[src/sio_pkg.sv]
package sio_pkg;

    // data widths
    localparam int FLOW_W = 16;
    localparam int TOT_W  = 32;
    localparam int HALF_W = 16;

    // register byte offsets
    localparam logic [7:0] CTRL_OFS  = 8'h00;
    localparam logic [7:0] THR_LO    = 8'h04;
    localparam logic [7:0] THR_HI    = 8'h08;
    localparam logic [7:0] LIM_OFS   = 8'h0c;
    localparam logic [7:0] XLIM_OFS  = 8'h10;
    localparam logic [7:0] PRE_LO    = 8'h14;
    localparam logic [7:0] PRE_HI    = 8'h18;
    localparam logic [7:0] SPAN_A    = 8'h1c;
    localparam logic [7:0] SPAN_B    = 8'h20;
    localparam logic [7:0] DAMP_OFS  = 8'h24;
    localparam logic [7:0] STAT_OFS  = 8'h28;

    // control field positions
    localparam int CTRL_OUTF  = 0;
    localparam int CTRL_BIDF  = 8;
    localparam int CTRL_OPOL  = 16;
    localparam int CTRL_BPOL  = 17;
    localparam int CTRL_XEN   = 18;
    localparam int CTRL_EXEC  = 19;
    localparam int CTRL_ZERO  = 20;
    localparam int CTRL_BITS  = 21;

    // values after reset
    localparam logic [31:0] CTRL_RST = 32'h0000_0000;
    localparam logic [31:0] LIM_RST  = 32'h0000_0000;
    localparam logic [31:0] SPAN_RST = 32'hffff_ffff;
    localparam logic [3:0]  DAMP_RST = 4'h4;

    // contact debounce time
    localparam int CLK_MHZ         = 200;
    localparam int DEBOUNCE_US     = 1000;
    localparam int DEBOUNCE_CYCLES = DEBOUNCE_US * CLK_MHZ;
    localparam int DEB_W           = 20;

    // terminal functions
    typedef enum logic [4:0] {
        FN_NONE     = 5'h00,
        FN_PULSE    = 5'h01,
        FN_ALARM    = 5'h02,
        FN_WARN     = 5'h03,
        FN_TOTAL    = 5'h04,
        FN_HL       = 5'h05,
        FN_HHLL     = 5'h06,
        FN_FWDREV   = 5'h07,
        FN_AUTO2    = 5'h08,
        FN_AUTO3    = 5'h09,
        FN_AUTO4    = 5'h0a,
        FN_ANSWER   = 5'h0b,
        FN_LOCK     = 5'h0c,
        FN_AZERO    = 5'h0d,
        FN_FPRESET  = 5'h0e,
        FN_RPRESET  = 5'h0f,
        FN_EXT2     = 5'h10
    } sio_func_type;

endpackage

[src/sio_filter_if.sv]
`timescale 1ns/1ps
interface sio_filter_if;
    logic raw;
    logic level;
    logic rise;

    modport filt (input raw, output level, output rise);
    modport user (output raw, input level, input rise);
endinterface

[src/sio_status_io.sv]
// Operation
// a terminal set to no function drives nothing and ignores its input
// total output active when forward total reaches the two-part threshold
// flow at or below low limit or at or above high limit flags
// flow at or below low-low or at or above high-high flags
// high-high/low-low counts as alarm only when its enable is set
// reverse flow selects reverse range and drives terminal active
// flow above full scale steps to next range, terminal follows range
// three or four range mode takes both terminals for the range code
// answerback shows which of two externally chosen ranges is in use
// signal lock forces zero flow and halts totalizing and pulses
// signal lock overrides the alarm output level
// on lock release flow indication returns through the damping filter
// auto-zero input starts a zero adjustment
// preset input loads two-part preset or zero into the total
// total execution start resumes counting from the preset
// external two-range input picks the forward range only
// closed-active closes contact when active, open-active inverts
// pulse mode closes contact during each pulse
// shorted input requests action, reversed under inverted polarity
// the contact input is synchronised and debounced before use
//
// Decided for this implementation: register access over APB and the register offsets.
`timescale 1ns/1ps
module sio_status_io #(
    parameter int DEB_CYCLES = sio_pkg::DEBOUNCE_CYCLES
) (
    // clock and reset
    input  wire logic                                ref_clk,
    input  wire logic                                rstn,
    // apb slave
    input  wire logic                                psel,
    input  wire logic                                penable,
    input  wire logic                                pwrite,
    input  wire logic [7:0]                          paddr,
    input  wire logic [31:0]                         pwdata,
    output logic      [31:0]                         prdata,
    output logic                                     pready,
    output logic                                     pslverr,
    // measurement inputs
    input  wire logic signed [sio_pkg::FLOW_W-1:0]   flow_value,
    input  wire logic [sio_pkg::TOT_W-1:0]           fwd_total,
    input  wire logic                                alarm_in,
    input  wire logic                                warning_in,
    input  wire logic                                pulse_in,
    // status terminals
    output logic                                     do_pin_o,
    input  wire logic                                bidir_i,
    output logic                                     bidir_o,
    output logic                                     bidir_oe,
    // commands to the transmitter core
    output logic signed [sio_pkg::FLOW_W-1:0]        flow_ind_o,
    output logic                                     lock_o,
    output logic                                     burnout_o,
    output logic                                     auto_zero_o,
    output logic                                     fwd_preset_o,
    output logic                                     rev_preset_o,
    output logic      [sio_pkg::TOT_W-1:0]           preset_value_o,
    output logic                                     preset_zero_o,
    output logic                                     count_resume_o,
    output logic      [1:0]                          range_o,
    output logic                                     reverse_o
);

    localparam int FW = sio_pkg::FLOW_W;
    localparam int HW = sio_pkg::HALF_W;

    logic [sio_pkg::CTRL_BITS-1:0] ctrl_reg;
    logic [31:0]                   thr_reg;
    logic [31:0]                   lim_reg;
    logic [31:0]                   xlim_reg;
    logic [31:0]                   pre_reg;
    logic [31:0]                   span_reg [0:1];
    logic [3:0]                    damp_reg;
    logic [31:0]                   prdata_reg;
    logic [1:0]                    range_reg;
    logic                          rev_reg;
    logic                          do_reg;
    logic                          bo_reg;
    logic                          boe_reg;
    logic                          in_act_prev_reg;
    logic                          az_reg;
    logic                          fpre_reg;
    logic                          rpre_reg;
    logic signed [FW-1:0]          ind_reg;
    sio_filter_if                  filt_if ();

    // output pattern from active state and polarity
    function automatic logic drive(input logic act, input logic open_act);
        return act ^ open_act;
    endfunction

    // flow outside a low/high pair, both ends inclusive
    function automatic logic outside(input logic signed [FW-1:0] v,
                                     input logic [31:0] lims);
        return (v <= $signed(lims[HW-1:0])) || (v >= $signed(lims[31:HW]));
    endfunction

    // register select
    function automatic logic mapped(input logic [7:0] a);
        return a <= sio_pkg::STAT_OFS && a[1:0] == 2'b00;
    endfunction

    // decoded configuration
    sio_pkg::sio_func_type out_fn;
    sio_pkg::sio_func_type bid_raw;
    sio_pkg::sio_func_type bid_fn;
    logic out_pol;
    logic bid_pol;
    assign out_fn  = sio_pkg::sio_func_type'(
                         ctrl_reg[sio_pkg::CTRL_OUTF +: 5]);
    assign bid_raw = sio_pkg::sio_func_type'(
                         ctrl_reg[sio_pkg::CTRL_BIDF +: 5]);
    assign out_pol = ctrl_reg[sio_pkg::CTRL_OPOL];
    assign bid_pol = ctrl_reg[sio_pkg::CTRL_BPOL];

    // three or four range mode takes the bidir terminal as well
    always_comb begin
        bid_fn = bid_raw;
        if (out_fn == sio_pkg::FN_AUTO3 || out_fn == sio_pkg::FN_AUTO4) begin
            bid_fn = out_fn;
        end else if (bid_raw == sio_pkg::FN_AUTO3 ||
                     bid_raw == sio_pkg::FN_AUTO4 ||
                     bid_raw == sio_pkg::FN_PULSE) begin
            bid_fn = sio_pkg::FN_NONE;
        end
    end

    // apb slave, zero wait states
    logic wr_en;
    assign wr_en   = psel && penable && pwrite;
    assign pready  = 1'b1;
    assign pslverr = psel && penable && !mapped(paddr);
    assign prdata  = prdata_reg;

    always_ff @(posedge ref_clk or negedge rstn) begin
        if (!rstn) begin
            ctrl_reg    <= sio_pkg::CTRL_RST[sio_pkg::CTRL_BITS-1:0];
            thr_reg     <= sio_pkg::LIM_RST;
            lim_reg     <= sio_pkg::LIM_RST;
            xlim_reg    <= sio_pkg::LIM_RST;
            pre_reg     <= sio_pkg::LIM_RST;
            span_reg[0] <= sio_pkg::SPAN_RST;
            span_reg[1] <= sio_pkg::SPAN_RST;
            damp_reg    <= sio_pkg::DAMP_RST;
        end else if (wr_en) begin
            case (paddr)
                sio_pkg::CTRL_OFS: ctrl_reg <= pwdata[sio_pkg::CTRL_BITS-1:0];
                sio_pkg::THR_LO:   thr_reg[HW-1:0] <= pwdata[HW-1:0];
                sio_pkg::THR_HI:   thr_reg[31:HW]  <= pwdata[HW-1:0];
                sio_pkg::LIM_OFS:  lim_reg  <= pwdata;
                sio_pkg::XLIM_OFS: xlim_reg <= pwdata;
                sio_pkg::PRE_LO:   pre_reg[HW-1:0] <= pwdata[HW-1:0];
                sio_pkg::PRE_HI:   pre_reg[31:HW]  <= pwdata[HW-1:0];
                sio_pkg::SPAN_A:   span_reg[0] <= pwdata;
                sio_pkg::SPAN_B:   span_reg[1] <= pwdata;
                sio_pkg::DAMP_OFS: damp_reg <= pwdata[3:0];
                default: ;
            endcase
        end
    end

    // read data captured in the setup cycle
    logic [31:0] rd_mux;
    logic [31:0] stat_word;
    assign stat_word = {24'h000000, alarm_in & ~lock_o,
                        filt_if.level ^ bid_pol, bidir_o, do_pin_o,
                        lock_o, rev_reg, range_reg};
    always_comb begin
        case (paddr)
            sio_pkg::CTRL_OFS: rd_mux = {11'h000, ctrl_reg};
            sio_pkg::THR_LO:   rd_mux = {16'h0000, thr_reg[HW-1:0]};
            sio_pkg::THR_HI:   rd_mux = {16'h0000, thr_reg[31:HW]};
            sio_pkg::LIM_OFS:  rd_mux = lim_reg;
            sio_pkg::XLIM_OFS: rd_mux = xlim_reg;
            sio_pkg::PRE_LO:   rd_mux = {16'h0000, pre_reg[HW-1:0]};
            sio_pkg::PRE_HI:   rd_mux = {16'h0000, pre_reg[31:HW]};
            sio_pkg::SPAN_A:   rd_mux = span_reg[0];
            sio_pkg::SPAN_B:   rd_mux = span_reg[1];
            sio_pkg::DAMP_OFS: rd_mux = {28'h0000000, damp_reg};
            sio_pkg::STAT_OFS: rd_mux = stat_word;
            default:           rd_mux = 32'h0000_0000;
        endcase
    end

    always_ff @(posedge ref_clk or negedge rstn) begin
        if (!rstn) begin
            prdata_reg <= 32'h0000_0000;
        end else if (psel && !penable) begin
            prdata_reg <= rd_mux;
        end
    end

    // contact input conditioning
    assign filt_if.raw = bidir_i;
    sio_debounce #(.DEB_CYCLES(DEB_CYCLES)) u_deb (
        .ref_clk (ref_clk),
        .rstn    (rstn),
        .f       (filt_if)
    );

    // short means request; inverted polarity swaps it
    logic in_act;
    logic in_rise;
    assign in_act  = filt_if.level ^ bid_pol;
    assign in_rise = in_act && !in_act_prev_reg;

    // per-function input requests, ignored unless selected
    logic lock_act;
    assign lock_act = (bid_fn == sio_pkg::FN_LOCK) && in_act;

    always_ff @(posedge ref_clk or negedge rstn) begin
        if (!rstn) begin
            in_act_prev_reg <= 1'b0;
            az_reg          <= 1'b0;
            fpre_reg        <= 1'b0;
            rpre_reg        <= 1'b0;
        end else begin
            in_act_prev_reg <= in_act;
            az_reg   <= in_rise && bid_fn == sio_pkg::FN_AZERO;
            fpre_reg <= in_rise && bid_fn == sio_pkg::FN_FPRESET;
            rpre_reg <= in_rise && bid_fn == sio_pkg::FN_RPRESET;
        end
    end

    assign auto_zero_o    = az_reg;
    assign fwd_preset_o   = fpre_reg;
    assign rev_preset_o   = rpre_reg;
    assign preset_value_o = pre_reg;
    assign preset_zero_o  = ctrl_reg[sio_pkg::CTRL_ZERO];
    assign count_resume_o = ctrl_reg[sio_pkg::CTRL_EXEC];

    // range selection
    logic [FW-1:0] mag;
    logic [1:0]    max_idx;
    logic [FW-1:0] span_cur;
    logic [FW-1:0] span_low;
    logic          fwdrev_on;
    logic          ext2_on;
    logic [1:0]    range_next;
    assign mag       = flow_value[FW-1] ? FW'(-flow_value) : flow_value;
    assign fwdrev_on = out_fn == sio_pkg::FN_FWDREV
                       || bid_fn == sio_pkg::FN_FWDREV;
    assign ext2_on   = bid_fn == sio_pkg::FN_EXT2;
    assign span_cur  = range_reg[1] ? span_reg[1][range_reg[0]*HW +: HW]
                                    : span_reg[0][range_reg[0]*HW +: HW];
    assign span_low  = range_reg[1] ? (range_reg[0] ? span_reg[1][0 +: HW]
                                                    : span_reg[0][HW +: HW])
                                    : span_reg[0][0 +: HW];

    always_comb begin
        if (out_fn == sio_pkg::FN_AUTO4) begin
            max_idx = 2'd3;
        end else if (out_fn == sio_pkg::FN_AUTO3) begin
            max_idx = 2'd2;
        end else if (out_fn == sio_pkg::FN_AUTO2
                     || bid_fn == sio_pkg::FN_AUTO2) begin
            max_idx = 2'd1;
        end else begin
            max_idx = 2'd0;
        end
        range_next = range_reg;
        if (ext2_on) begin
            range_next = {1'b0, in_act};
        end else if (range_reg > max_idx) begin
            range_next = max_idx;
        end else if (range_reg < max_idx && mag > span_cur) begin
            range_next = range_reg + 2'd1;
        end else if (range_reg != 2'd0 && mag < span_low) begin
            range_next = range_reg - 2'd1;
        end
    end

    always_ff @(posedge ref_clk or negedge rstn) begin
        if (!rstn) begin
            range_reg <= 2'd0;
            rev_reg   <= 1'b0;
        end else begin
            range_reg <= range_next;
            rev_reg   <= fwdrev_on && flow_value < 0;
        end
    end

    assign range_o   = range_reg;
    assign reverse_o = rev_reg;

    // active state per function code
    logic [31:0] cond;
    always_comb begin
        cond = 32'h0000_0000;
        cond[sio_pkg::FN_PULSE]  = pulse_in && !lock_act;
        cond[sio_pkg::FN_ALARM]  = alarm_in;
        cond[sio_pkg::FN_WARN]   = warning_in;
        cond[sio_pkg::FN_TOTAL]  = fwd_total >= thr_reg;
        cond[sio_pkg::FN_HL]     = outside(flow_value, lim_reg);
        cond[sio_pkg::FN_HHLL]   = outside(flow_value, xlim_reg)
                                   && ctrl_reg[sio_pkg::CTRL_XEN];
        cond[sio_pkg::FN_FWDREV] = rev_reg;
        cond[sio_pkg::FN_AUTO2]  = range_reg[0];
        cond[sio_pkg::FN_AUTO3]  = range_reg[0];
        cond[sio_pkg::FN_AUTO4]  = range_reg[0];
        cond[sio_pkg::FN_ANSWER] = range_reg[0] && ext2_on;
    end

    // terminal drivers; idle terminal stays open
    logic do_next;
    logic bid_out_fn;
    logic bid_act;
    assign bid_out_fn = bid_fn != sio_pkg::FN_NONE && bid_fn < sio_pkg::FN_LOCK;
    assign bid_act    = (bid_fn == sio_pkg::FN_AUTO3
                         || bid_fn == sio_pkg::FN_AUTO4) ? range_reg[1]
                                                         : cond[bid_fn];
    assign do_next    = (out_fn == sio_pkg::FN_NONE
                         || out_fn >= sio_pkg::FN_LOCK)
                        ? 1'b0 : drive(cond[out_fn], out_pol);

    always_ff @(posedge ref_clk or negedge rstn) begin
        if (!rstn) begin
            do_reg  <= 1'b0;
            bo_reg  <= 1'b0;
            boe_reg <= 1'b0;
        end else begin
            do_reg  <= do_next;
            bo_reg  <= bid_out_fn && drive(bid_act, bid_pol);
            boe_reg <= bid_out_fn;
        end
    end

    assign do_pin_o = do_reg;
    assign bidir_o  = bo_reg;
    assign bidir_oe = boe_reg;

    // flow indication, damped toward measured value or forced to zero
    logic signed [FW:0] diff;
    logic signed [FW:0] step;
    assign diff = $signed({flow_value[FW-1], flow_value})
                  - $signed({ind_reg[FW-1], ind_reg});
    assign step = diff >>> damp_reg;

    always_ff @(posedge ref_clk or negedge rstn) begin
        if (!rstn) begin
            ind_reg <= '0;
        end else if (lock_act) begin
            ind_reg <= '0;
        end else if (step == 0) begin
            ind_reg <= flow_value;
        end else begin
            ind_reg <= FW'(ind_reg + step[FW-1:0]);
        end
    end

    assign flow_ind_o = ind_reg;
    assign lock_o     = lock_act;
    assign burnout_o  = alarm_in && !lock_act;

    // checks
    property p_none_do;
        @(posedge ref_clk) disable iff (!rstn)
        out_fn == sio_pkg::FN_NONE |=> !do_pin_o;
    endproperty
    a_none_do: assert property (p_none_do) else $error("do driven");

    property p_total;
        @(posedge ref_clk) disable iff (!rstn)
        out_fn == sio_pkg::FN_TOTAL |=> do_pin_o ==
            (($past(fwd_total) >= $past(thr_reg)) ^ $past(out_pol));
    endproperty
    a_total: assert property (p_total) else $error("total wrong");

    property p_hl;
        @(posedge ref_clk) disable iff (!rstn)
        out_fn == sio_pkg::FN_HL && !out_pol
        && flow_value <= $signed(lim_reg[HW-1:0]) |=> do_pin_o;
    endproperty
    a_hl: assert property (p_hl) else $error("low limit missed");

    property p_hhll;
        @(posedge ref_clk) disable iff (!rstn)
        out_fn == sio_pkg::FN_HHLL && !out_pol
        && flow_value >= $signed(xlim_reg[31:HW])
        |=> do_pin_o == $past(ctrl_reg[sio_pkg::CTRL_XEN]);
    endproperty
    a_hhll: assert property (p_hhll) else $error("hhll wrong");

    property p_rev;
        @(posedge ref_clk) disable iff (!rstn)
        fwdrev_on && flow_value < 0 |=> reverse_o;
    endproperty
    a_rev: assert property (p_rev) else $error("reverse not seen");

    property p_range_up;
        @(posedge ref_clk) disable iff (!rstn)
        !ext2_on && range_reg < max_idx && mag > span_cur
        |=> range_o == $past(range_reg) + 2'd1;
    endproperty
    a_range_up: assert property (p_range_up) else $error("no step up");

    property p_lock;
        @(posedge ref_clk) disable iff (!rstn)
        lock_act |-> !burnout_o ##1 flow_ind_o == 0;
    endproperty
    a_lock: assert property (p_lock) else $error("lock not held");

    property p_pulse;
        @(posedge ref_clk) disable iff (!rstn)
        out_fn == sio_pkg::FN_PULSE && !lock_act
        |=> do_pin_o == ($past(pulse_in) ^ $past(out_pol));
    endproperty
    a_pulse: assert property (p_pulse) else $error("pulse mismatch");

    property p_in_ignored;
        @(posedge ref_clk) disable iff (!rstn)
        bid_fn == sio_pkg::FN_NONE |=> !auto_zero_o && !bidir_oe;
    endproperty
    a_in_ignored: assert property (p_in_ignored)
        else $error("idle bidir acted");

    c_lock:   cover property (@(posedge ref_clk) disable iff (!rstn)
                              lock_act ##1 !lock_act);
    c_range:  cover property (@(posedge ref_clk) disable iff (!rstn)
                              range_reg == 2'd3);
    c_preset: cover property (@(posedge ref_clk) disable iff (!rstn)
                              fwd_preset_o);

endmodule

[src/sio_debounce.sv]
`timescale 1ns/1ps
module sio_debounce #(
    parameter int DEB_CYCLES = sio_pkg::DEBOUNCE_CYCLES
) (
    // clock and reset
    input  wire logic ref_clk,
    input  wire logic rstn,
    // filtered contact
    sio_filter_if.filt f
);

    logic                       sync1_reg;
    logic                       sync2_reg;
    logic                       level_reg;
    localparam int DW = sio_pkg::DEB_W;

    logic [sio_pkg::DEB_W-1:0]  cnt_reg;

    // two-stage synchroniser for the contact pin
    always_ff @(posedge ref_clk or negedge rstn) begin
        if (!rstn) begin
            sync1_reg <= 1'b0;
            sync2_reg <= 1'b0;
        end else begin
            sync1_reg <= f.raw;
            sync2_reg <= sync1_reg;
        end
    end

    // level accepted only after it stays put for the debounce time
    always_ff @(posedge ref_clk or negedge rstn) begin
        if (!rstn) begin
            cnt_reg   <= '0;
            level_reg <= 1'b0;
        end else if (sync2_reg == level_reg) begin
            cnt_reg <= '0;
        end else if (cnt_reg >= DW'(DEB_CYCLES - 1)) begin
            cnt_reg   <= '0;
            level_reg <= sync2_reg;
        end else begin
            cnt_reg <= cnt_reg + 1'b1;
        end
    end

    assign f.level = level_reg;
    assign f.rise  = (sync2_reg != level_reg) && !level_reg
                     && (cnt_reg >= DW'(DEB_CYCLES - 1));

endmodule

[config.mk]
export PLATFORM = sky130hd
export DESIGN_NAME = sio_status_io
export DESIGN_NICKNAME = d
export VERILOG_FILES = /design/src/sio_pkg.sv /design/src/sio_filter_if.sv /design/src/sio_status_io.sv /design/src/sio_debounce.sv
export SDC_FILE = /design/constraint.sdc
export NUM_CORES = 1
export LEC_CHECK = 0
export CAP_MARGIN = 20
export CORE_ASPECT_RATIO = 0.8
export CORE_MARGIN = 1
export CORE_UTILIZATION = 45
export CTS_BUF_LIST = sky130_fd_sc_hd__clkbuf_16
export DETAILED_ROUTE_END_ITERATION = 8
export DONT_BUFFER_PORTS = 1
export GPL_TIMING_DRIVEN = 0
export SLEW_MARGIN = 20
export SYNTH_ARGS = -nofsm -noshare
export SYNTH_HDL_FRONTEND = slang
export SYNTH_HIERARCHICAL = 1
export SYNTH_SLANG_ARGS = --single-unit
export TNS_END_PERCENT = 50
[constraint.sdc]
create_clock -name ref_clk -period 13.5 [get_ports ref_clk]
set_clock_uncertainty 0.15 [all_clocks]
set_input_delay 2.7 -clock ref_clk [delete_from_list [all_inputs] [get_ports ref_clk]]
set_output_delay 2.7 -clock ref_clk [all_outputs]
set_load 0.03 [all_outputs]
# --- After elaboration in Yosys (flattened, before gate mapping) ---
# Index checks and enable logic that the tools add are counted.
word_totals:
  out_inout_bits: 95
  register_bits: 298
  elab_cells: 157
op_classes:
  n_eq_ne: 27
  add_sub_neg: 6
  reduce_logical: 50
  n_bitwise: 6
  n_shift: 3
  order_cmp: 16
  muxes: 24
op_table:
  columns: ["op", "count"]
  rows:
  - ["case mux 32 bit (11 select lines)", 1]
  - ["two-way mux 16 bit", 6]
  - ["indexed part select 32 x 6 -> 16 bit", 2]
  - ["equality test 5 x 4 -> 1 bit (second input constant)", 12]
  - ["two-way mux 20 bit", 2]
  - ["equality test 8 x 5 -> 1 bit (second input constant)", 4]
  - [">= comparator 16 bit", 2]
  - [">= comparator 32 bit", 1]
  - ["<= comparator 16 bit", 2]
  - ["logical NOT 32 bit", 1]
  - ["equality test 8 x 6 -> 1 bit (second input constant)", 3]
  - ["AND reduction 2 bit", 11]
  - ["adder 20 x 1 -> 20 bit (second input constant)", 1]
  - [">= comparator 20 x 18 -> 1 bit (second input constant)", 1]
  - ["logical AND 1 bit", 19]
  - [">>> shifter 17 x 4 -> 17 bit", 1]
  - ["subtractor 16 x 16 -> 17 bit", 1]
  - ["adder 16 bit", 1]
  - ["equality test 8 x 4 -> 1 bit (second input constant)", 2]
  - ["greater-than comparator 16 bit", 1]
  - ["less-than comparator 16 x 1 -> 1 bit (second input constant)", 1]
  - ["less-than comparator 16 bit", 1]
  - ["negator 16 bit", 1]
  - ["less-than comparator 5 x 6 -> 1 bit (second input constant)", 2]
  - ["other kinds (27)", 53]

# --- Depth between registers and ports, before layout ---
# Gate-level depths: netlist (run 1).
logic_depth:
  ltp_word: 15
  depth_mapped: 26
  depth_no_buf: 25

# --- Modules after synthesis ---
# Netlist (run 1), hierarchy kept.
by_module_without_submodules:
  columns: ["module", "area_per_inst_um2", "cells_each", "instances"]
  rows:
  - ["sio_status_io", 19153.4, 1900, 1]
  - ["sio_debounce", 1192.4, 106, 1]

# --- Worst setup path before layout (run 1) ---
# OpenSTA, ideal clock, no wires.
synth_path:
  path_kind: "input to register"
  startpoint: "in flow_value[9] in the netlist's numbering"
  endpoint: "reg ind_reg[14], in the netlist flow_ind_o[14]"
  stages: 24
  setup_time_ps: 79
  setup_slack_ps: 5698
  t_arrival_ps: 7573
  required_time_ps: 13271
  cell_sequence: "ha_1 buf_6 a211oi_1 nor2_1 a221o_1 a21oi_1 mux2_2 o21ai_0 o221ai_1 mux2i_1 inv_1 ha_1 fa_1 nand3_1 a21oi_1 o21a_1 o21a_1 o211ai_1 a21boi_0 o31a_1 o21a_1 o21ai_0 or3b_2 mux2i_1"
synth_via:
  elab_chain_cells: 5
synth_rtl:
  columns: ["item", "line_no", "rtl"]
  rows:
  - ["from (decl)", "sio_status_io.sv:41", "input wire logic signed [sio_pkg::FLOW_W-1:0] flow_value,"]
  - ["subtractor 16 x 16 -> 17 bit (*)", "sio_status_io.sv:337", "- $signed({ind_reg[FW-1], ind_reg});"]
  - [">>> shifter 17 x 4 -> 17 bit (*)", "sio_status_io.sv:338", "assign step = diff >>> damp_reg;"]
  - ["adder 16 bit / logical NOT 32 bit (equally long branches)", "sio_status_io.sv:348, sio_status_io.sv:345", null]
  - ["two-way mux 16 bit (*)", "sio_status_io.sv:345", "end else if (step == 0) begin"]
  - ["two-way mux 16 bit (*)", "sio_status_io.sv:343", "end else if (lock_act) begin"]
  - ["to (signal assigned)", "sio_status_io.sv:346", "ind_reg <= flow_value;"]
  - ["to (signal assigned)", "sio_status_io.sv:348", "ind_reg <= FW'(ind_reg + step[FW-1:0]);"]
  - ["to (decl)", "sio_status_io.sv:85", "logic signed [FW-1:0] ind_reg;"]
# Mark *: on every way between the ends. The rest lies on a longest branch, timed or not.
# A chain may end at the register's enable or synchronous reset.

# --- Worst setup path after layout (run 1) ---
layout_path:
  startpoint: "in flow_value[0] in the netlist's numbering"
  endpoint: "reg ind_reg[14], in the netlist flow_ind_o[14]"
# The elaborated chain is that of the path after synthesis.

==> results.md, run 1 <==
* Placed Cells at 2,610
* TritonCTS clock tree: built
* Avg Cell Area, Syn at 10.1 um2
* H-Tree Depth at 2
* Slew @ Worst Pin at ~1.2 ns
* Routed WL at between 70,000 and 80,000 um
* Dpl ws at 4.67 ns
* Flop2flop setup slack at 6.80 ns
* Number of global-route vias before repair at 16.2k
* Non-Filler Instances at 2,676
* Startpoint types: input port
* Fmax at approximately 120 MHz
* Most common cell after layout, fill and taps aside: dfrtp_1
* Share of cells above drive strength 1 at between 20% and 30%
* First-pass GRT wire length at 107,000 um
* Max reg flops at 64
* Fill count at 4,144
* Total of max-cap violations at 0
* Crit path kind: input port to flip-flop
* Crit path max fanout at 7
* Die area at between 40,000 and 50,000 um2
* 1st-iter DRT viols at 1,927
* Area grow syn2layout at 9.25%
* Cells after Synth at 2,005
* Max transition margin at between 20% and 30%
* Period utilization at 62.3%
* Post-route ant nets at 0
* Clock Sinks at about 300
* Final setup viols at 0
* Min Tclk post-route at 8.41 ns
* Post_cts resized at 0
* Clock latency on the worst-skew pair at 0.57 ns
* Initial antenna violation count at 0
* Worst Setup EP: flow_ind_o[14]$_DFF_PN0_
* RSZ-0062 raised after global routing: false
* Port bufs at 0
* RePlAce Congestion at around 0.99
* Status: finished, final reports clean
* Critical Path RT at around 14 ns
* Die X at roughly 240 um
* Drt via density at 6.32
* Launching element of the worst setup path: flow_value[0]
* Post-CTS Setup Repair Bufs at 0
* Total track usage at 31.4%
* Final HPWL DP at 55,400 um
* ANT cells at 0
* Starting Density at a little under half
* Most frequent cells in the layout: dfrtp_1 (233), mux2_2 (221), ha_1 (167), inv_1 (155), nand2_1 (141)
* Register area at 7540 um2
* CTS max path bufs at 3
* Hold Buf Count CTS at 0
* Nets at between 2k and 2.5k
* Num ports at 192
* Synth Warn # at 6
* Reg power frac at 29.2%
* Mapped Area at 20,300 um2
* DRC violations left at 0
* Core Rows at 69
* Arrival time worst endpoint at 8.74 ns
* Hold WC Path Type: flip-flop to flip-flop
* Finished Cell Area at around 22,000 um2
* Logic pwr share at between 40% and 50%
* Worst Setup End Kind: flip-flop
* LEAKAGE at 0.00959 uW
* Pre-antenna DRT Iters at 6
* Core area at 44,500 um2
* Final hold violations at 0
* Die Y at 192 um
* Int Pwr at 2190 uW
* Routed vias at 16.9k
* Total grt overflow at 0
* Slew Limit Fails at 0
* Multi-input gate area at between 10,000 and 15,000 um2
* PwrDens at around 170 nW/um2
* R2R Path End: flow_ind_o[14]$_DFF_PN0_
* Setup TNS at 0 ns
* CTS buffer count at 36
* Switching power at 1600 uW
* Max VDD drop at between 0.0001 and 0.00015 V
* Final Worst Setup Slack at 5.09 ns
* Worst reg-to-reg path cell count at 25
* Clk slew on worst S/H paths at roughly 0.06 ns
* Reg-to-reg critical path startpoint: flow_ind_o[9]$_DFF_PN0_
* Pin count of the biggest net entering global routing at approximately 300
* Area after DPL at around 21,000 um2
* Clock Power Share at 24.6%
* Drt wl/cell at between 20 and 30 um
* Switching part of the total power at 42.3%
* Util after Layout at 50.0%
* Root buffer cell: clkbuf_16
==> per-layer routing <==
| metal | up-vias | GRT usage [%] | routed length [um] |
|---|---|---|---|
| li1 | 7552 | - | - |
| met2 | 779 | 44.6 | 30300 |
| met5 | - | 0 | 0 |
| met1 | 8476 | 46.8 | 33400 |
| met4 | 0 | 8.14 | 1530 |
| met3 | 99 | 8.19 | 6970 |
==> through the flow <==
stage / total power, uW / hold WS, ns
after floorplan: 2370 / 0.181
after global placement: 2780 / 0.201
after detailed placement: 2820 / 0.208
after CTS: 3760 / 0.221
after global routing: 4020 / 0.228
final: 3790 / 0.209
==> power by group through the flow <==
stage               combinational, uW  sequential [uW]  clock [uW]
floorplan                        1280             1090           0
detailed placement               1690             1120           0
finish                           1750             1110         932
global route                     1920             1110         988
global placement                 1660             1120           0
CTS                              1710             1110         949
==> how the worst min path moves through the flow <==
stage                         startpoint                   endpoint  depth (start not counted)
2_1_floorplan  u_deb/sync1_reg$_DFF_PN0_  u_deb/sync2_reg$_DFF_PN0_                          0
5_1_grt        u_deb/sync1_reg$_DFF_PN0_  u_deb/sync2_reg$_DFF_PN0_                          0
4_1_cts        u_deb/sync1_reg$_DFF_PN0_  u_deb/sync2_reg$_DFF_PN0_                          0
3_3_place_gp   u_deb/sync1_reg$_DFF_PN0_  u_deb/sync2_reg$_DFF_PN0_                          0
6_report       u_deb/sync1_reg$_DFF_PN0_  u_deb/sync2_reg$_DFF_PN0_                          0
3_5_place_dp   u_deb/sync1_reg$_DFF_PN0_  u_deb/sync2_reg$_DFF_PN0_                          0
==> critical path, stage by stage <==
cell      delay, ns
inv_1          0.24
ha_1           0.25
fa_1           0.23
nor2b_1        0.09
o31ai_2        0.45
a21oi_1        0.17
a21oi_1        0.38
mux2_2         0.43
o21ai_0        0.33
o221ai_1       0.22
mux2i_1        0.22
inv_1          0.07
ha_1           0.21
fa_1           0.41
nand3_1        0.13
a21oi_1        0.16
o21a_1         0.24
o21a_1         0.18
o211ai_1       0.23
a21boi_0       0.19
o31a_1         0.29
o21a_1         0.19
o21ai_0        0.14
or3b_2         0.46
mux2i_1        0.13
==> area by class of cell <==
type	instances	share of cell area (%)
Inverter	153	2.58
Multi-Input combinational cell	1456	52.8
Timing Repair Buffer	1	0.0225
Tap cell	603	3.40
Clock buffer	36	4.05
Buffer	99	2.31
Sequential cell	298	33.9
Clock inverter	30	0.929
Power figures use the tool's default switching activity.
==> run 2, diff against run 1 <==
==> constraint.sdc (replaced) <==
create_clock -name ref_clk -period 7 [get_ports ref_clk]
set_clock_uncertainty 0.15 [all_clocks]
set_input_delay 1.4 -clock ref_clk [delete_from_list [all_inputs] [get_ports ref_clk]]
set_output_delay 1.4 -clock ref_clk [all_outputs]
set_load 0.03 [all_outputs]
==> run 2 against run 1 <==
Compared with the run above:
- hold slack about the same
- wire length increased by 0.47%
- flip-flop and latch count unchanged
- final cell count increased by 0.11%
- clock power increased by 93%
==> results.md, run 2 (same netlist as run 1, synthesis figures left out) <==
* Status: finished, final reports clean (unchanged)
* Critical Path RT at 7.32 ns (was 13.83 ns)
* LEAKAGE at 0.00962 uW (was 0.00959 uW)
* Hold WC Path Type: flip-flop to flip-flop (unchanged)
* Most common cell after layout, fill and taps aside: dfrtp_1 (unchanged)
* RePlAce Congestion at 0.988 (unchanged)
* Total grt overflow at 0 (unchanged)
* Die area at 46,100 um2 (unchanged)
* Core area at 44,500 um2 (unchanged)
* First-pass GRT wire length at 107,000 um (unchanged)
* Max VDD drop at 0.000227 V (was 0.000116 V)
* Root buffer cell: clkbuf_16 (unchanged)
* Nets at 2,314 (was 2,311)
* Startpoint types: input port (unchanged)
* Final HPWL DP at 55,400 um (unchanged)
* Crit path kind: input port to flip-flop (unchanged)
* DRC violations left at 0 (unchanged)
* CTS max path bufs at 3 (unchanged)
* Max layer used: met4 (unchanged)
* Crit path max fanout at 7 (unchanged)
* Final setup viols at 0 (unchanged)
* Area after DPL at 21,100 um2 (unchanged)
* CTS buffer count at 36 (unchanged)
* 1st-iter DRT viols at 1,906 (was 1,927)
* Share of cells above drive strength 1 at 20.9% (was 20.3%)
* ANT cells at 0 (unchanged)
* Fmax at 148 MHz
* PwrDens at 331 nW/um2 (was 171 nW/um2)
* Initial antenna violation count at 0 (unchanged)
* Port bufs at 0 (unchanged)
* Clk slew on worst S/H paths at 0.06 ns (about the same)
* H-Tree Depth at 2 (unchanged)
* Max reg flops at 64 (unchanged)
* Hold depth at 0 (unchanged)
* Starting Density at 45.7% (unchanged)
* Post-route ant nets at 0 (unchanged)
* Clock Sinks at 298 (unchanged)
* Total of max-cap violations at 0 (unchanged)
* Area grow syn2layout at 9.73% (was 9.25%)
* Hold Buf Count CTS at 0 (unchanged)
* Die Y at 192 um (unchanged)
* Die X at 240 um (unchanged)
* Drt via density at 6.34 (was 6.32)
* Period utilization at 96.7%
* TritonCTS clock tree: built (unchanged)
* Arrival time worst endpoint at 7.09 ns (was 8.74 ns)
* Finished Cell Area at 22,300 um2 (was 22,200 um2)
* Worst Setup End Kind: flip-flop (unchanged)
* Num ports at 192 (unchanged)
* DRT met1 WL at 33,200 um (was 33,400 um)
* Clock latency on the worst-skew pair at 0.57 ns (about the same)
* Min Tclk post-route at 6.77 ns
* Final hold violations at 0 (unchanged)
* Met2 routed WL at 30,500 um (was 30,300 um)
* Final Worst Setup Slack at 0.233 ns (was 5.09 ns)
* Core Rows at 69 (unchanged)
* WL met3 at 7200 um (was 6970 um)
* Routed WL at 72,600 um (was 72,200 um)
* Number of global-route vias before repair at 16.2k (unchanged)
* Total track usage at 31.4% (unchanged)
* Max transition margin at 21.5% (was 21.9%)
* Dpl ws at -0.527 ns (was 4.67 ns)
* Most frequent cells in the layout: dfrtp_1 (233), mux2_2 (221), ha_1 (167), inv_1 (155), nand2_1 (141) (unchanged)
* Pin count of the biggest net entering global routing at 299 (unchanged)
* Pre-antenna DRT Iters at 7 (was 6)
* Slew @ Worst Pin at 1.18 ns (was 1.17 ns)
* Routed vias at 17.0k (was 16.9k)
* Worst reg-to-reg path cell count at 25 (unchanged)
* Drt wl/cell at 27.1 um (was 27.0 um)
* Slew Limit Fails at 0 (unchanged)
-- run 2: cell type report --
type	instances	area, um2
buffer	99	513
clock buffer	36	901
clock inverter	30	206
fill	4141	22100
inverter	153	574
multi-input combinational	1456	11800
sequential	298	7540
tap	603	754
timing repair buffer	4	27.5
-- run 2: per-stage QoR --
stage / hold WS [ns] / setup TNS (ns) / power [uW] / std cells / utilization (%)
finish: 0.209 / 0 / 7380 / 2679 / 50.2
global route: 0.228 / -0.0116 / 7830 / 2679 / 50.2
CTS: 0.221 / 0 / 7260 / 2676 / 50.0
detailed placement: 0.208 / -1.33 / 5430 / 2610 / 47.5
global placement: 0.201 / -2.23 / 5370 / 2609 / 47.5
floorplan: 0.181 / 0 / 4570 / 2006 / -
-- run 2: critical path: stages --
cell and delay, ns:
inv_1 0.14, ha_1 0.28, fa_1 0.42, nor2b_2 0.22, o31a_1 0.34, a2bb2oi_4 0.26
a22o_2 0.24, nor3_1 0.09, a31oi_4 0.29, o221ai_2 0.18, mux2i_1 0.21, inv_1 0.07
ha_1 0.21, fa_1 0.40, nand3_1 0.12, a21oi_1 0.15, o21a_1 0.23, o21a_1 0.18
o211ai_1 0.23, a21boi_0 0.19, o31a_1 0.29, o21a_1 0.19, o21ai_0 0.14, or3b_2 0.46
mux2i_1 0.13
-- run 2: where the power goes --
part	internal (uW)	leakage, uW	total, uW	switching (uW)
Clock	989	0.000561	1800	812
Combinational	1410	0.00525	3450	2040
Sequential	1850	0.00382	2130	284
-- run 2: layer usage --
metal | track usage (%) | up-vias
li1 | - | 7554
met1 | 46.8 | 8502
met2 | 44.6 | 809
met3 | 8.19 | 119
met4 | 8.14 | 0
met5 | 0 | -
-- run 2: path summary, 6_finish.rpt --
path	start	to	slack [ns]
worst max-delay path	flow_value[0]	flow_ind_o[14]$_DFF_PN0_	0.23
worst min-delay path	u_deb/sync1_reg$_DFF_PN0_	u_deb/sync2_reg$_DFF_PN0_	0.21
min in group asynchronous	rstn	thr_reg[26]$_DFFE_PN0P_	0.38
worst min register to register	u_deb/sync1_reg$_DFF_PN0_	u_deb/sync2_reg$_DFF_PN0_	0.21
worst max register to register	flow_ind_o[1]$_DFF_PN0_	flow_ind_o[14]$_DFF_PN0_	0.48
max in group asynchronous	rstn	damp_reg[2]$_DFFE_PN1P_	5.83
-- run 2: timing repair --
action	4_1_cts	5_1_grt
resized for setup	0	15
setup endpoints to repair	0	3
setup buffers	0	3
==> run 3, diff against run 2 <==
--- a/config.mk
+++ b/config.mk
@@ -13,6 +13,7 @@
 export DETAILED_ROUTE_END_ITERATION = 8
 export DONT_BUFFER_PORTS = 1
 export GPL_TIMING_DRIVEN = 0
+export PLACE_DENSITY = 0.7
 export SLEW_MARGIN = 20
 export SYNTH_ARGS = -nofsm -noshare
 export SYNTH_HDL_FRONTEND = slang
==> run 3 against run 2 <==
Compared with the run above:
- via count rose by 0.54%
- count of clock-buffer cells in the layout fell by 2
- worst setup slack improved by 0.022 ns
- register-to-register slack got worse by 0.13 ns
- cell area barely moved
- total power rose by 0.28%
- utilization barely moved
- flip-flop and latch count did not move
- critical path depth fell by 2
- largest power group unchanged
- highest routed layer unchanged
==> results.md, run 3 (same netlist as run 1, synthesis figures left out) <==
* Status: finished, final reports clean (unchanged)
* RePlAce Congestion at 0.968 (was 0.988)
* H-Tree Depth at 2 (unchanged)
* Arrival time worst endpoint at 7.07 ns (was 7.09 ns)
* Most Crowded Layer GR: met2 (was met1)
* Routed vias at 17.1k (was 17.0k)
* Die Y at 192 um (unchanged)
* CTS max path bufs at 3 (unchanged)
* DRC violations left at 0 (unchanged)
* Int Pwr at 4250 uW (about the same)
* Period utilization at 96.4% (was 96.7%)
* Fill count at 4,047 (was 4,141)
* Hold WC Path Type: flip-flop to flip-flop (unchanged)
* Crit path max fanout at 9 (was 7)
* Drt via density at 6.37 (was 6.34)
* Util after Layout at 50.2% (about the same)
* Register area at 7540 um2 (unchanged)
* Clock Sinks at 298 (unchanged)
* Most frequent CP cell: nand2_1 (was o21a_1)
* Die X at 240 um (unchanged)
* Num ports at 192 (unchanged)
* Logic pwr share at 47.7% (was 46.7%)
* Share of cells above drive strength 1 at 20.7% (was 20.9%)
* 1st-iter DRT viols at 2,149 (was 1,906)
* Slew Limit Fails at 0 (unchanged)
* Max reg flops at 64 (unchanged)
* Critical path buffer and inverter count at 1 (was 2)
* Most frequent cells in the layout: dfrtp_1 (233), mux2_2 (221), ha_1 (166), inv_1 (159), nand2_1 (141) (was dfrtp_1 (233), mux2_2 (221), ha_1 (167), inv_1 (155), nand2_1 (141))
* Drt wl/cell at 26.6 um (was 27.1 um)
* Root buffer cell: clkbuf_16 (unchanged)
* Startpoint types: input port (unchanged)
* Starting Density at 45.7% (unchanged)
* Clock Power Share at 23.6% (was 24.4%)
* Total of max-cap violations at 0 (unchanged)
* Max transition margin at 20.1% (was 21.5%)
* Worst Setup End Kind: flip-flop (unchanged)
* Final setup viols at 0 (unchanged)
* Final hold violations at 0 (unchanged)
* Min Tclk post-route at 6.75 ns (was 6.77 ns)
* Core area at 44,500 um2 (unchanged)
* Critical Path RT at 7.32 ns (about the same)
* Final Worst Setup Slack at 0.255 ns (was 0.233 ns)
* TritonCTS clock tree: built (unchanged)
* Most common cell after layout, fill and taps aside: dfrtp_1 (unchanged)
* Routed WL at 71,300 um (was 72,600 um)
* Die area at 46,100 um2 (unchanged)
* CTS buffer count at 34 (was 36)
* Clock latency on the worst-skew pair at 0.57 ns (about the same)
* Reg power frac at 28.8% (was 28.9%)
* Met3 Use GR at 8.55% (was 8.19%)
* Clk slew on worst S/H paths at 0.06 ns (about the same)
* Crit-path leading delay family: compound AO/OA/AOI/OAI gates (unchanged)
* Final Power at 7400 uW (was 7380 uW)
* Slew @ Worst Pin at 1.20 ns (was 1.18 ns)
* Max VDD drop at 0.000253 V (was 0.000227 V)
* Initial antenna violation count at 1 (was 0)
* Total grt overflow at 0 (unchanged)
* Total track usage at 30.7% (was 31.4%)
* First-pass GRT wire length at 105,000 um (was 107,000 um)
* Area after DPL at 21,100 um2 (about the same)
* Switching power at 3150 uW (was 3130 uW)
* Met2 Resource Use GR at 44.5% (was 44.6%)
* CP max stage delay at 0.76 ns (was 0.46 ns)
* RSZ-0062 raised after global routing: false
* GR met1 Demand/Resource at 44.2% (was 46.8%)
* Finished Cell Area at 22,300 um2 (about the same)
* Dpl ws at -0.627 ns (was -0.527 ns)
* Port bufs at 0 (unchanged)
* Hold_ws at 0.211 ns (was 0.209 ns)
* Crit-path slowest cell: a21boi_1 (was or3b_2)
* ANT cells at 0 (unchanged)
* Number of global-route vias before repair at 16.1k (was 16.2k)
* LEAKAGE at 0.00964 uW (was 0.00962 uW)
* PwrDens at 332 nW/um2 (was 331 nW/um2)
* Core Rows at 69 (unchanged)
* Fmax at 148 MHz (about the same)
* Area grow syn2layout at 9.76% (was 9.73%)
* Sequence of cells on the critical path: ha_1 > buf_2 > nand2_1 > o21bai_1 > a32o_1 > a21oi_1 > a21boi_1 > nand3_1 > o2111ai_1 > nand2_1 > a21oi_1 > ha_1 > a21o_1 > a21o_1 > a2111oi_1 > nor3_1 > a41o_1 > o41a_1 > a31oi_1 > o21ai_0 > xnor2_1 > nand2_1 > mux2i_1
* Pre-antenna DRT Iters at 6 (was 7)
* Pin count of the biggest net entering global routing at 299 (unchanged)
* Post-route ant nets at 0 (unchanged)
* Crit path kind: input port to flip-flop (unchanged)
* Final HPWL DP at 54,400 um (was 55,400 um)
* Nets at 2,319 (was 2,314)
* Multi-input gate area at 11,800 um2 (about the same)
* Switching part of the total power at 42.6% (was 42.4%)
run 3: cell types whose count changed in the layout (fill, tap and decap cells not counted), moves of 2 or more:
cell and change:
a221oi_1 +2, clkinv_2 -4, a221oi_2 -2, clkbuf_16 -2, clkinv_4 -3, inv_1 +4
buf_4 +6
run 3: worst paths after layout:
check                                           from                        end  slack [ns]  cells after the start
min                        u_deb/sync1_reg$_DFF_PN0_  u_deb/sync2_reg$_DFF_PN0_        0.21                      0
max                                   flow_value[12]   flow_ind_o[15]$_DFF_PN0_        0.25                     23
max in group asynchronous                       rstn    lim_reg[29]$_DFFE_PN0P_        5.64                      0
max reg2reg                  flow_ind_o[1]$_DFF_PN0_   flow_ind_o[15]$_DFF_PN0_        0.35                     25
min reg2reg                u_deb/sync1_reg$_DFF_PN0_  u_deb/sync2_reg$_DFF_PN0_        0.21                      0
min in group asynchronous                       rstn    thr_reg[18]$_DFFE_PN0P_        0.44                      0
run 3: area by class of cell:
cell class | instances | area share, %
Clock inverter | 28 | 0.970
Multi-Input combinational cell | 1456 | 52.8
Timing Repair Buffer | 11 | 0.342
Clock buffer | 34 | 3.81
Inverter | 153 | 2.59
Tap cell | 603 | 3.38
Buffer | 99 | 2.30
Sequential cell | 298 | 33.8
run 3: power groups by stage:
stage                     Clock, uW  Sequential, uW  Combinational, uW
after floorplan                   0            2100               2470
after detailed placement          0            2160               3310
after global routing           1840            2140               3820
after global placement            0            2160               3240
final                          1740            2130               3530
after CTS                      1770            2130               3330
run 3: through the flow:
step	TNS [ns]	cells
after CTS	0	2673
after global routing	0	2682
after global placement	-4.14	2609
final	0	2682
after floorplan	0	2006
after detailed placement	-1.42	2611
run 3: repair_timing:
action                     4_1_cts  5_1_grt
setup endpoints to repair        1        4
resized for setup                1       15
pin swaps                        0        2
hold buffers                     0        0
gates cloned                     0        0
buffers inserted                 0        9
run 3: per-layer routing:
metal	vias up	wire length, um
li1	7541	-
met3	119	7800
met4	0	1980
met1	8484	31300
met5	-	0
met2	931	30300
